File: config.mk
export PLATFORM = sky130hd
export DESIGN_NAME = glcd_listener
export DESIGN_NICKNAME = d
export VERILOG_FILES = /design/src/core/glcd_pkg.sv /design/src/core/glcd_listener.sv /design/src/core/glcd_digit_shift.sv
export VERILOG_INCLUDE_DIRS = /design/src /design/src/core
export SDC_FILE = /design/constraint.sdc
export NUM_CORES = 1
export LEC_CHECK = 0
export ABC_AREA = 0
export BUFFER_PORTS_ARGS = -buffer_cell sky130_fd_sc_hd__buf_2
export CELL_PAD_IN_SITES_DETAIL_PLACEMENT = 0
export CELL_PAD_IN_SITES_GLOBAL_PLACEMENT = 1
export CORE_MARGIN = 2
export CORE_UTILIZATION = 41
export CTS_CLUSTER_SIZE = 40
export DETAILED_ROUTE_END_ITERATION = 16
export PLACE_DENSITY_LB_ADDON = 0.15
export REMOVE_ABC_BUFFERS = 1
export SLEW_MARGIN = 15
export SYNTH_ARGS = -nofsm -noshare
export SYNTH_HDL_FRONTEND = slang
export SYNTH_HIERARCHICAL = 1
export SYNTH_SLANG_ARGS = --single-unit
File: constraint.sdc
create_clock -name i_clk -period 7.06 [get_ports i_clk]
set_clock_uncertainty 0.2 [all_clocks]
set_input_delay 1.412 -clock i_clk [delete_from_list [all_inputs] [get_ports i_clk]]
set_output_delay 1.412 -clock i_clk [all_outputs]
set_load 0.01 [all_outputs]
File: src/core/glcd_regs.svh
// constants for the bus listener and command decoder
`ifndef GLCD_REGS_SVH
`define GLCD_REGS_SVH
`define GLCD_ADDR_DEFAULT   5'h06
`define GLCD_LISTEN_GROUP   2'h1
`define GLCD_UNLISTEN       7'h3F
`define GLCD_CH_M           7'h4D
`define GLCD_CH_B           7'h42
`define GLCD_CH_V           7'h56
`define GLCD_CH_E           7'h45
`define GLCD_CH_L           7'h4C
`define GLCD_CH_R           7'h52
`define GLCD_CH_DOT         7'h2E
`define GLCD_CH_0           7'h30
`define GLCD_CH_9           7'h39
`define GLCD_CH_COLON       7'h3A
`define GLCD_ACCEPT_NS      50
`define GLCD_CLK_NS         10
`define GLCD_ACCEPT_CYC     5'h05
`define GLCD_APB_CTRL       12'h000
`define GLCD_APB_STAT       12'h004
`define GLCD_APB_VOLT       12'h008
`define GLCD_APB_SET        12'h00C
`endif

File: src/core/glcd_pkg.sv
// types for the bus listener and command decoder
package glcd_pkg;
  typedef enum logic [3:0] {
    GLCD_MODE_FULL_V   = 4'h1,
    GLCD_MODE_DF_V     = 4'h2,
    GLCD_MODE_CW_A     = 4'h3,
    GLCD_MODE_MK_V     = 4'h4,
    GLCD_MODE_PANEL_FS = 4'h5,
    GLCD_MODE_PANEL_DF = 4'h6,
    GLCD_MODE_CW_B     = 4'h7,
    GLCD_MODE_PANEL_MK = 4'h8
  } glcd_mode_e;
  typedef enum logic [1:0] {
    GLCD_P_IDLE = 2'h0,
    GLCD_P_MODE = 2'h1,
    GLCD_P_BAND = 2'h2,
    GLCD_P_VOLT = 2'h3
  } glcd_parse_e;
  typedef enum logic [1:0] {
    GLCD_H_READY = 2'h0,
    GLCD_H_WAIT  = 2'h1,
    GLCD_H_DONE  = 2'h2
  } glcd_hs_e;
endpackage

File: src/core/glcd_listener.sv
// listener-only bus interface and command decoder with apb status
//
// Contract
// - acceptor handshake, listener, remote/local only; open-collector style outputs
// - full-sweep-by-voltage: 0V band low end, 10V band high end
// - delta-F-by-voltage: 0V is CW minus half width, 10V plus half
// - both CW codes take frequency from panel CW pointer, no voltage
// - marker-sweep-by-voltage: 0V start pointer, 10V stop pointer
// - three panel sweep codes let panel controls act as in local
// - band codes one to four select band; band zero returns to lever
// - local marker code enables panel markers; remote enables programmed marker
// - power-up comes in local control
// - remote only with remote-enable true and own listen address received
// - on entering remote: panel mode, band zero, local markers, voltage undefined
// - remote-enable false or lost connection returns to local
// - addressing accepted in local and remote alike
// - listener only; talker and controller commands ignored
// - data lines one to five compared with five active-low switches
// - default listen address is ampersand, octal 046
// - stays addressed until unlisten or clear; code also unaddresses on link loss
// - unlisten byte under attention unaddresses
// - interface clear unaddresses regardless of handshake
// - voltage string V digits E; dot ignored; last four digits kept
// - colon counts as digit ten
// - settings persist; code order within message irrelevant
// - remote marker disables panel markers; local marker restores them
//
// Register access over APB and the register addresses are this design's own decisions.
`timescale 1ns/100ps
`include "glcd_regs.svh"
module glcd_listener
  import glcd_pkg::*;
(
  input  wire logic        i_clk,
  input  wire logic        i_resetn,
  input  wire logic [7:0]  i_dio_n,
  input  wire logic        i_dav_n,
  input  wire logic        i_atn_n,
  input  wire logic        i_ifc_n,
  input  wire logic        i_ren_n,
  input  wire logic        i_link_ok,
  input  wire logic [4:0]  i_address_switch_bank_n,
  input  wire logic [3:0]  i_panel_mode,
  output logic             o_nrfd_oe,
  output logic             o_ndac_oe,
  output logic             o_remote,
  output logic             o_listen,
  output logic [3:0]       o_mode,
  output logic [2:0]       o_band,
  output logic             o_panel_markers,
  output logic             o_prog_marker,
  output logic [15:0]      o_volt_mv,
  output logic             o_volt_valid,
  output logic             o_use_voltage,
  output logic             o_panel_sweep,
  input  wire logic        i_psel,
  input  wire logic        i_penable,
  input  wire logic        i_pwrite,
  input  wire logic [11:0] i_paddr,
  input  wire logic [31:0] i_pwdata,
  output logic [31:0]      o_prdata,
  output logic             o_pready,
  output logic             o_pslverr
);
  localparam logic [4:0] ACCEPT_CYC = `GLCD_ACCEPT_CYC;

  glcd_hs_e    hs_ff;
  glcd_parse_e parse_ff;
  logic [4:0]  hold_ff;
  logic        listen_ff;
  logic        remote_ff;
  logic [3:0]  mode_ff;
  logic [2:0]  band_ff;
  logic        rmark_ff;
  logic [15:0] volt_ff;
  logic        volt_valid_ff;
  logic        en_ff;
  logic [4:0]  addr_ff;
  logic        addr_ovr_ff;
  logic [31:0] prdata_ff;
  logic        strap_done_ff;
  logic [6:0]  byte_w;
  logic        atn_w;
  logic        take_w;
  logic        my_listen_w;
  logic        unlisten_w;
  logic        data_w;
  logic        is_digit_w;
  logic [3:0]  digit_w;
  logic [15:0] digits_w;
  logic [4:0]  my_addr_w;
  logic        ifc_w;

  // bus lines are low-true; seven data bits form the character
  assign byte_w = ~i_dio_n[6:0];
  assign atn_w  = ~i_atn_n;
  assign ifc_w  = ~i_ifc_n;
  assign take_w = (hs_ff == GLCD_H_WAIT) && (hold_ff == 5'h00) && en_ff;

  assign my_addr_w  = addr_ovr_ff ? addr_ff : ~i_address_switch_bank_n;
  assign my_listen_w = (byte_w[6:5] == `GLCD_LISTEN_GROUP) && (byte_w[4:0] == my_addr_w);
  assign unlisten_w  = (byte_w == `GLCD_UNLISTEN);
  assign data_w      = take_w && !atn_w && listen_ff;

  assign is_digit_w = ((byte_w >= `GLCD_CH_0) && (byte_w <= `GLCD_CH_9))
                      || (byte_w == `GLCD_CH_COLON);
  assign digit_w    = byte_w[3:0];

  // acceptor handshake: hold not-ready low while busy, release data-accepted
  always_ff @(posedge i_clk or negedge i_resetn) begin
    if (!i_resetn) begin
      hs_ff   <= GLCD_H_READY;
      hold_ff <= 5'h00;
    end else begin
      unique case (hs_ff)
        GLCD_H_READY: begin
          if (!i_dav_n && en_ff) begin
            hs_ff   <= GLCD_H_WAIT;
            hold_ff <= ACCEPT_CYC - 5'h01;
          end
        end
        GLCD_H_WAIT: begin
          if (hold_ff != 5'h00) begin
            hold_ff <= hold_ff - 5'h01;
          end else begin
            hs_ff <= GLCD_H_DONE;
          end
        end
        GLCD_H_DONE: begin
          if (i_dav_n) begin
            hs_ff <= GLCD_H_READY;
          end
        end
        default: hs_ff <= GLCD_H_READY;
      endcase
    end
  end

  // pull lines (oe high pulls low): nrfd while byte in progress, ndac until accepted
  assign o_nrfd_oe = en_ff && (hs_ff != GLCD_H_READY);
  assign o_ndac_oe = en_ff && (hs_ff != GLCD_H_DONE);

  // startup flag, high from the first clock after reset
  always_ff @(posedge i_clk or negedge i_resetn) begin
    if (!i_resetn) begin
      strap_done_ff <= 1'b0;
    end else begin
      strap_done_ff <= 1'b1;
    end
  end

  // listen state held until unlisten, clear or link loss
  always_ff @(posedge i_clk or negedge i_resetn) begin
    if (!i_resetn) begin
      listen_ff <= 1'b0;
    end else if (ifc_w || !i_link_ok) begin
      listen_ff <= 1'b0;
    end else if (take_w && atn_w) begin
      // addressing works in either control state
      if (my_listen_w) begin
        listen_ff <= 1'b1;
      end else if (unlisten_w) begin
        listen_ff <= 1'b0;
      end
    end
  end

  // reset to local; enter remote on own address with ren
  always_ff @(posedge i_clk or negedge i_resetn) begin
    if (!i_resetn) begin
      remote_ff <= 1'b0;
    end else if (i_ren_n || !i_link_ok) begin
      remote_ff <= 1'b0;
    end else if (take_w && atn_w && my_listen_w) begin
      remote_ff <= 1'b1;
    end
  end

  glcd_digit_shift u_digits (
    .i_clk    (i_clk),
    .i_resetn (i_resetn),
    .i_clear  (data_w && (byte_w == `GLCD_CH_V)),
    .i_push   (data_w && (parse_ff == GLCD_P_VOLT) && is_digit_w),
    .i_digit  (digit_w),
    .o_digits (digits_w)
  );

  // command parser: each letter starts its own code, any order
  always_ff @(posedge i_clk or negedge i_resetn) begin
    if (!i_resetn) begin
      parse_ff <= GLCD_P_IDLE;
    end else if (!remote_ff || ifc_w) begin
      parse_ff <= GLCD_P_IDLE;
    end else if (data_w) begin
      if (byte_w == `GLCD_CH_M) begin
        parse_ff <= GLCD_P_MODE;
      end else if (byte_w == `GLCD_CH_B) begin
        parse_ff <= GLCD_P_BAND;
      end else if (byte_w == `GLCD_CH_V) begin
        parse_ff <= GLCD_P_VOLT;
      end else if ((parse_ff == GLCD_P_VOLT) && (is_digit_w || byte_w == `GLCD_CH_DOT)) begin
        parse_ff <= GLCD_P_VOLT;
      end else begin
        parse_ff <= GLCD_P_IDLE;
      end
    end
  end

  // decoded settings; defaults loaded on entry to remote
  always_ff @(posedge i_clk or negedge i_resetn) begin
    if (!i_resetn) begin
      mode_ff       <= 4'(GLCD_MODE_PANEL_FS);
      band_ff       <= 3'h0;
      rmark_ff      <= 1'b0;
      volt_ff       <= 16'h0000;
      volt_valid_ff <= 1'b0;
    end else if (!remote_ff) begin
      mode_ff       <= i_panel_mode;
      band_ff       <= 3'h0;
      rmark_ff      <= 1'b0;
      volt_valid_ff <= 1'b0;
    end else if (data_w) begin
      // unmatched characters fall through with no change
      if ((parse_ff == GLCD_P_MODE) && (byte_w >= 7'h31) && (byte_w <= 7'h38)) begin
        mode_ff <= byte_w[3:0];
      end
      if ((parse_ff == GLCD_P_BAND) && (byte_w >= `GLCD_CH_0) && (byte_w <= 7'h34)) begin
        band_ff <= byte_w[2:0];
      end
      // marker ownership swap; L and R codes
      if (byte_w == `GLCD_CH_R) begin
        rmark_ff <= 1'b1;
      end else if (byte_w == `GLCD_CH_L) begin
        rmark_ff <= 1'b0;
      end
      // voltage takes effect only at end character
      if ((parse_ff == GLCD_P_VOLT) && (byte_w == `GLCD_CH_E)) begin
        volt_ff       <= digits_w;
        volt_valid_ff <= 1'b1;
      end
    end
  end

  // voltage modes steer the analog path from the programmed value
  assign o_use_voltage = remote_ff && ((mode_ff == 4'(GLCD_MODE_FULL_V))
                         || (mode_ff == 4'(GLCD_MODE_DF_V)) || (mode_ff == 4'(GLCD_MODE_MK_V)));
  // local control and the three panel modes leave frequency to the panel
  assign o_panel_sweep = !remote_ff || (mode_ff == 4'(GLCD_MODE_PANEL_FS))
                         || (mode_ff == 4'(GLCD_MODE_PANEL_DF))
                         || (mode_ff == 4'(GLCD_MODE_PANEL_MK));
  assign o_remote        = remote_ff;
  assign o_listen        = listen_ff;
  assign o_mode          = mode_ff;
  assign o_band          = band_ff;
  assign o_panel_markers = !rmark_ff;
  assign o_prog_marker   = rmark_ff;
  assign o_volt_mv       = volt_ff;
  assign o_volt_valid    = volt_valid_ff;

  // apb: one wait-free access phase, unmapped reads zero with error
  assign o_pready  = 1'b1;
  assign o_pslverr = i_psel && i_penable && !((i_paddr == `GLCD_APB_CTRL)
                     || (i_paddr == `GLCD_APB_STAT) || (i_paddr == `GLCD_APB_VOLT)
                     || (i_paddr == `GLCD_APB_SET));
  assign o_prdata  = prdata_ff;

  // control register: enable, default address at reset, override
  always_ff @(posedge i_clk or negedge i_resetn) begin
    if (!i_resetn) begin
      en_ff       <= 1'b1;
      addr_ff     <= `GLCD_ADDR_DEFAULT;
      addr_ovr_ff <= 1'b0;
    end else if (i_psel && i_penable && i_pwrite && (i_paddr == `GLCD_APB_CTRL)) begin
      en_ff       <= i_pwdata[0];
      addr_ovr_ff <= i_pwdata[1];
      addr_ff     <= i_pwdata[12:8];
    end
  end

  // read data captured in setup so it stands in the access phase
  always_ff @(posedge i_clk or negedge i_resetn) begin
    if (!i_resetn) begin
      prdata_ff <= 32'h0000_0000;
    end else if (i_psel && !i_penable) begin
      unique case (i_paddr)
        `GLCD_APB_CTRL: prdata_ff <= {19'h0, addr_ff, 6'h0, addr_ovr_ff, en_ff};
        `GLCD_APB_STAT: prdata_ff <= {24'h0, strap_done_ff, volt_valid_ff, hs_ff,
                                      parse_ff, remote_ff, listen_ff};
        `GLCD_APB_VOLT: prdata_ff <= {16'h0, volt_ff};
        `GLCD_APB_SET:  prdata_ff <= {24'h0, rmark_ff, band_ff, mode_ff};
        default:        prdata_ff <= 32'h0000_0000;
      endcase
    end
  end

  property p_ifc_unlisten;
    @(posedge i_clk) disable iff (!i_resetn)
    ifc_w |=> !listen_ff;
  endproperty
  a_ifc_unlisten: assert property (p_ifc_unlisten) else $error("ifc left listener addressed");

  property p_ren_local;
    @(posedge i_clk) disable iff (!i_resetn)
    i_ren_n |=> !remote_ff;
  endproperty
  a_ren_local: assert property (p_ren_local) else $error("remote held without ren");

  property p_remote_cause;
    @(posedge i_clk) disable iff (!i_resetn)
    $rose(remote_ff) |-> $past(take_w && atn_w && my_listen_w && !i_ren_n);
  endproperty
  a_remote_cause: assert property (p_remote_cause) else $error("remote without address");

  property p_unlisten;
    @(posedge i_clk) disable iff (!i_resetn)
    (take_w && atn_w && unlisten_w && !my_listen_w) |=> !listen_ff;
  endproperty
  a_unlisten: assert property (p_unlisten) else $error("unlisten ignored");

  property p_volt_hold;
    @(posedge i_clk) disable iff (!i_resetn)
    (remote_ff && $past(remote_ff) && !$past(data_w && byte_w == `GLCD_CH_E))
      |-> (volt_ff == $past(volt_ff));
  endproperty
  a_volt_hold: assert property (p_volt_hold) else $error("voltage changed mid string");

  property p_marker_excl;
    @(posedge i_clk) disable iff (!i_resetn)
    (remote_ff && data_w && (byte_w == `GLCD_CH_R)) |=> (o_prog_marker && !o_panel_markers);
  endproperty
  a_marker_excl: assert property (p_marker_excl) else $error("marker sources overlap");

  property p_local_defaults;
    @(posedge i_clk) disable iff (!i_resetn)
    $rose(remote_ff) |-> (band_ff == 3'h0) && !rmark_ff && !volt_valid_ff
      && (mode_ff == $past(i_panel_mode));
  endproperty
  a_local_defaults: assert property (p_local_defaults) else $error("bad remote defaults");

  property p_accept_time;
    @(posedge i_clk) disable iff (!i_resetn)
    (hs_ff == GLCD_H_READY && !i_dav_n && en_ff) |=> (hs_ff == GLCD_H_WAIT) [*4] ##1 take_w;
  endproperty
  a_accept_time: assert property (p_accept_time) else $error("accept timing off");

  property p_listen_hold;
    @(posedge i_clk) disable iff (!i_resetn)
    (listen_ff && !ifc_w && i_link_ok && !(take_w && atn_w)) |=> listen_ff;
  endproperty
  a_listen_hold: assert property (p_listen_hold) else $error("listener dropped");
endmodule // glcd_listener

File: src/core/glcd_digit_shift.sv
// four-digit millivolt shift register for the voltage string
`timescale 1ns/100ps
module glcd_digit_shift
  import glcd_pkg::*;
(
  input  wire logic        i_clk,
  input  wire logic        i_resetn,
  input  wire logic        i_clear,
  input  wire logic        i_push,
  input  wire logic [3:0]  i_digit,
  output logic      [15:0] o_digits
);
  logic [15:0] digits_ff;

  // newest digit enters low nibble, oldest falls off the top
  always_ff @(posedge i_clk or negedge i_resetn) begin
    if (!i_resetn) begin
      digits_ff <= 16'h0000;
    end else if (i_clear) begin
      digits_ff <= 16'h0000;
    end else if (i_push) begin
      digits_ff <= {digits_ff[11:0], i_digit};
    end
  end

  assign o_digits = digits_ff;
endmodule // glcd_digit_shift

==> out/results.ini, run 1 <==
[synth]
syn_area_um2 = 3980
yosysSeqAreaShare = 0.479
synth_cell_type_count = 53
ys.flop_type = dfrtp_1
synth.top_cell.area_share = 0.446
netlist_top_cells_area = dfrtp_1, mux2i_1, mux2_2, nand2_1, mux2_4
synth_top_area_cell = dfrtp_1
synthCells = 381
synth-seq-cells = 76
synth_edf_count = 0
yosysMostFrequentCell = dfrtp_1
synth_commonest_cells = dfrtp_1, nand2_1, nor2_1, mux2i_1, o21ai_0
async_flop_share = 1.00
ys_warn_count = 6
postSynthAreaPerCell_um2 = 10.5

[power_and_ir_drop]
power_density_nw_per_um2 = 177
power.total_w = 0.000819
peakVddDrop_uv = 69.1
leakage_nw = 2.28

[detailed_routing]
via_per_inst = 5.04
drc_errors = 0
postRouteAntennaNets = 0
finalWirelength_um = 9870
post_drt_wl_per_cell_um = 16.4
drt_iter0_drc = 140
dr_total_vias = 3034
dr.pass1.iters = 5

[timing]
rsz0062_at_grt = false
drv_slew = 0
slew_headroom = 0.356
layout_min_cycle_time_ns = 4.12
worst_pin_slew_ns = 0.966
max_freq_mhz = 243
fin_crit_sh = 0.584
fin_setup_tns_ns = 0
setup_violations = 0
hold_viol = 0

[placement]
io_buffers = 93
hpwl_um = 7070
dpl-instance-area_um2 = 4460
gp_congestion = 0.837

[clock_tree]
cts-hold-fix-buffers = 0
root_buffer = clkbuf_8
cts_buffer_depth = 2
post_cts_resized = 0
path_clk_slew_ns = 0.09
post-cts-setup-buffers = 0
cts_tree = done
cts-buffers-inserted = 9
htree_num_levels = 3
clock_sinks = 76
worstSkewPairLatency_ns = 0.34

[die]
pin_count = 137
die_x_um = 103
rows = 35
die_h_um = 103
fp.coreArea_um2 = 9330
start_util = 0.427
die-area_um2 = 10500

[layout]
area_delta_synth_final_pct = 16.4
nets = 541
fin_util = 0.497
final_area_um2 = 4640
drive_gt1_frac = 0.317
antenna_cells = 0
fillers = 913

[setup_path]
cp_max_fo = 6
cp_slowest_cell = nor3_1
crit_chain = buf_2, nor4_1, nand2_1, nor3_1, nor2_1, buf_2
path_class = input pin to primary output
rr_worst_depth = 6
crit_arrival_ns = 2.51
critPathCaptureType = primary output
max_stage_delay_ns = 0.30
cp-start-kind = input pin
required_ns = 5.45
cp_common_cell = buf_2

[grt]
grt_max_degree = 77
antenna_found_initial = 0
grt_pass1_vias = 2896
grt_overflow_total = 0
track_usage = 0.193
grt_pass1_wl_um = 15400

[hold_path]
hold_path_depth = 2
holdCritPathClass = register to register

[job]
drv_cap = 0

[run_status]
status = complete, no violations

[routing by layer]
layer  GRT usage  share of wire  up-vias
met5           0              0        -
met4      0.0585         0.0069        0
met3      0.0325          0.056        7
met2       0.293           0.45       98
met1       0.285           0.49     1452
li1            -              -     1477
[kinds of logic after synthesis]
family | count (synthesis) | share of synthesized area
simple gates | 133 | 0.172
flops | 76 | 0.479
compound gates | 56 | 0.0911
mux | 52 | 0.153
buf+inv | 51 | 0.0763
xor+xnor | 9 | 0.0198
fa+ha+maj | 2 | 0.00628
other cells | 2 | 0.00189
[power breakdown]
group	internal, W	switching [W]
Sequential	0.000439	0.00000478
Combinational	0.0000219	0.0000421
Clock	0.000133	0.000178
Total	0.000594	0.000225
[worst max-delay path: cells and delay by family]
kind,cells,cell delay [ns]
buf+inv,2,0.24
simple gates,4,0.86
[area by class of cell]
type                            instances  area, um2  area share
Tap cell                              129        161      0.0348
Sequential cell                        76       1910       0.412
Clock buffer                            9        124      0.0267
Inverter                               17       65.1      0.0140
Clock inverter                          7       56.3      0.0121
Timing Repair Buffer                   94        475       0.103
Multi-Input combinational cell        270       1850       0.398
[sequential cells by signal, indices dropped and copies added (netlist names)]
| register | cells |
|---|---|
| o_band | 3 |
| o_prog_marker | 1 |
| hs_ff | 2 |
| o_volt_valid | 1 |
| addr_ovr_ff | 1 |
| o_prdata | 16 |
| hold_ff | 5 |
| addr_ff | 5 |
| o_remote | 1 |
| o_volt_mv | 16 |
| u_digits/o_digits | 16 |
| o_mode | 4 |
| en_ff | 1 |
| strap_done_ff | 1 |
| parse_ff | 2 |
| o_listen | 1 |
[worst paths after layout]
path	startpoint	end	slack (ns)
min in group asynchronous	i_resetn	o_prdata[11]	1.01
max reg2reg	hold_ff[0]	o_volt_mv[12]	4.28
min reg2reg	o_prdata[14]	o_prdata[14]	0.28
min	o_prdata[14]	o_prdata[14]	0.28
max	i_paddr[11]	o_pslverr	2.94
max in group asynchronous	i_resetn	u_digits/o_digits[3]	5.02
[through the flow]
stage,instances,hold slack (ns),setup slack (ns)
global route,602,0.320,2.74
CTS,602,0.290,2.92
floorplan,363,0.280,3.17
global placement,586,0.256,2.93
finish,602,0.285,2.94
detailed placement,586,0.268,2.92
[cell usage in the layout (no fill, tap or decap), types with 5 or more instances in the layout]
cell / Yosys / layout
buf_2: 1 / 92
dfrtp_1: 71 / 71
nand2_1: 41 / 41
nor2_1: 33 / 33
mux2i_1: 26 / 26
o21ai_0: 24 / 24
conb_1: 2 / 18
inv_1: 16 / 16
mux2_2: 15 / 15
mux2_4: 9 / 9
clkbuf_8: 0 / 9
nor3_1: 8 / 8
nand3_1: 8 / 8
a21oi_1: 8 / 8
nand2b_1: 6 / 6
a22oi_1: 6 / 6
xnor2_1: 5 / 5
a222oi_1: 5 / 5
dfstp_2: 5 / 5
Note: power is estimated with default switching activity, not from simulation.
==> run 2, diff against run 1 <==
--- a/config.mk
+++ b/config.mk
@@ -11,7 +11,7 @@
 export CELL_PAD_IN_SITES_DETAIL_PLACEMENT = 0
 export CELL_PAD_IN_SITES_GLOBAL_PLACEMENT = 1
 export CORE_MARGIN = 2
-export CORE_UTILIZATION = 41
+export CORE_UTILIZATION = 34
 export CTS_CLUSTER_SIZE = 40
 export DETAILED_ROUTE_END_ITERATION = 16
 export PLACE_DENSITY_LB_ADDON = 0.15
==> constraint.sdc (replaced) <==
create_clock -name i_clk -period 3.5 [get_ports i_clk]
set_clock_uncertainty 0.2 [all_clocks]
set_input_delay 0.7 -clock i_clk [delete_from_list [all_inputs] [get_ports i_clk]]
set_output_delay 0.7 -clock i_clk [all_outputs]
set_load 0.01 [all_outputs]
==> run 2 against run 1 <==
Compared with the run above:
- global-route usage is 2.3 points lower
- non-clock buffer count is 7 higher
- sequential share of layout area down 1.8 points
- clock power increased to 3.2 times the previous value
- die area grew 20%
- count of clock-buffer cells in the layout stayed put
- worst setup slack worse by 2.1 ns
- first-iteration DRC count increased by 41%
- power is 150% higher
- worst hold slack worse by 0.0050 ns
- sequential cell count did not move
==> out/results.ini, run 2 (synthesis results as in run 1) <==
[detailed_routing]
dr.pass1.iters = 6  ; +1
post_drt_wl_per_cell_um = 16.8  ; +2.2%
via_per_inst = 4.96  ; -1.6%
postRouteAntennaNets = 0  ; unchanged
drc_errors = 0  ; unchanged
dr_total_vias = 3090  ; +1.8%
drt_iter0_drc = 197  ; +41%
finalWirelength_um = 10400  ; +5.8%

[timing]
fin_crit_sh = 0.755
fin_setup_tns_ns = 0  ; unchanged
hold_viol = 0  ; unchanged
rsz0062_at_grt = false
layout_min_cycle_time_ns = 2.64
slew_headroom = 0.346  ; -0.0100
drv_slew = 0  ; unchanged
worst_pin_slew_ns = 0.981  ; +0.0150 ns
setup_violations = 0  ; unchanged
max_freq_mhz = 378

[die]
die-area_um2 = 12600  ; +20%
die_x_um = 112  ; +9.4%
start_util = 0.349  ; -0.0782
rows = 39  ; +11%
pin_count = 137  ; unchanged
die_h_um = 112  ; +9.4%
fp.coreArea_um2 = 11400  ; +22%

[layout]
layout_commonest_cell = buf_2
antenna_cells = 0  ; unchanged
area_delta_synth_final_pct = 21.6
nets = 548  ; +1.3%
final_cell_mix = buf_2, dfrtp_1, nand2_1, nor2_1, mux2i_1
fin_util = 0.424  ; -0.0729
drive_gt1_frac = 0.327  ; +0.00996

[power_and_ir_drop]
power_density_nw_per_um2 = 421  ; +140%
leakage_nw = 2.37  ; +4.3%
p_int_w = 0.00156  ; +160%
p_switching_w = 0.000479  ; +110%
p_clk_frac = 0.497  ; +0.117
p_sw_frac = 0.235  ; -0.0402
seqPwrFrac = 0.439  ; -0.103
peakVddDrop_uv = 351  ; +410%
p_comb_frac = 0.064  ; -0.014
power.total_w = 0.00204  ; +150%

[placement]
io_buffers = 93  ; unchanged
gp_congestion = 0.832  ; -0.61%
hpwl_um = 7420  ; +4.9%

[setup_path]
critical-path-top-delay-family = simple AND/OR/NAND/NOR gates
max_stage_delay_ns = 0.28  ; -0.02 ns
cp-start-kind = input pin
reg2reg_slack_ns = 1.01  ; -3.27 ns
critPathBufInv = 2  ; unchanged
rr_worst_depth = 7  ; +1
required_ns = 2.60  ; -2.85 ns
cp_slowest_cell = nor3_1
reg2reg_from = hold_ff[0]
cp_common_cell = buf_2
cp_max_fo = 6  ; unchanged
crit_arrival_ns = 1.74  ; -0.77 ns
r2r-end = o_volt_mv[6]
critPathCaptureType = primary output
path_class = input pin to primary output
crit_chain = buf_2, nor4_1, nand2_1, nor3_1, nor2_1, buf_2

[clock_tree]
post-cts-setup-buffers = 0  ; unchanged
cts-hold-fix-buffers = 0  ; unchanged
worstSkewPairLatency_ns = 0.34  ; about the same
cts_tree = done
path_clk_slew_ns = 0.06  ; -0.03 ns
htree_num_levels = 3  ; unchanged
cts-buffers-inserted = 9  ; unchanged
root_buffer = clkbuf_16
clock_sinks = 76  ; unchanged
post_cts_resized = 0  ; unchanged
cts_buffer_depth = 2  ; unchanged

[hold_path]
hold_path_depth = 2  ; unchanged
holdPathEnd = o_prdata[15]
holdCritPathClass = register to register
hold_start = o_prdata[15]

[grt]
grt_overflow_total = 0  ; unchanged
grt_max_degree = 77  ; unchanged
track_usage = 0.170  ; -0.0230
antenna_found_initial = 0  ; unchanged
grt_pass1_wl_um = 16600  ; +8.1%
grt_pass1_vias = 2996  ; +3.5%

[run_status]
status = complete, no violations

[job]
drv_cap = 0  ; unchanged

==> run 2: per-layer routing <==
layer / GRT usage / wire length, um / vias to the layer above
met5: 0 / 0 / -
met4: 0.0496 / 72 / 0
met3: 0.0405 / 539 / 6
met2: 0.258 / 4960 / 79
met1: 0.243 / 4860 / 1515
li1: - / - / 1490
==> run 2: cell type report <==
| class | count | area, um2 |
|---|---|---|
| Inverter | 17 | 65.1 |
| Multi-Input combinational cell | 270 | 1840 |
| Tap cell | 143 | 179 |
| Clock inverter | 7 | 100 |
| Clock buffer | 9 | 225 |
| Fill cell | 1157 | 6580 |
| Sequential cell | 76 | 1910 |
| Timing Repair Buffer | 101 | 528 |
==> run 2: worst max path at each step <==
stage / from / endpoint / cells past startpoint
3_3_place_gp: i_dio_n[0] / o_volt_mv[6] / 7
2_1_floorplan: i_dio_n[5] / u_digits/o_digits[0] / 5
3_5_place_dp: i_dio_n[0] / o_volt_mv[7] / 7
6_report: i_paddr[11] / o_pslverr / 6
4_1_cts: i_paddr[11] / o_pslverr / 6
5_1_grt: i_paddr[11] / o_pslverr / 6
==> run 2: power by group through the flow <==
| stage | Sequential [W] | Combinational (W) | Clock [W] |
|---|---|---|---|
| after floorplan | 0.000911 | 0.0000551 | 0 |
| after global placement | 0.000912 | 0.000133 | 0 |
| after detailed placement | 0.000912 | 0.000133 | 0 |
| after CTS | 0.000896 | 0.000133 | 0.00104 |
| after global routing | 0.000897 | 0.000149 | 0.00108 |
| final | 0.000896 | 0.000130 | 0.00101 |
==> run 2: per-stage QoR <==
step / setup slack, ns / cell area (um2) / hold slack [ns] / std cells
2_1_floorplan: 0.321 / 3800 / 0.204 / 363
3_3_place_gp: 0.793 / 4520 / 0.259 / 607
3_5_place_dp: 0.792 / 4520 / 0.269 / 607
4_1_cts: 0.838 / 4840 / 0.285 / 623
5_1_grt: 0.677 / 4840 / 0.306 / 623
6_report: 0.857 / 4840 / 0.280 / 623
==> run 2: worst reg2reg max path, cell delays in order (launching register included) <==
cell	delay (ns)
dfrtp_1	0.40
inv_1	0.09
ha_1	0.16
nor4b_4	0.33
nand3_4	0.21
or3_1	0.41
buf_4	0.24
mux2_4	0.33
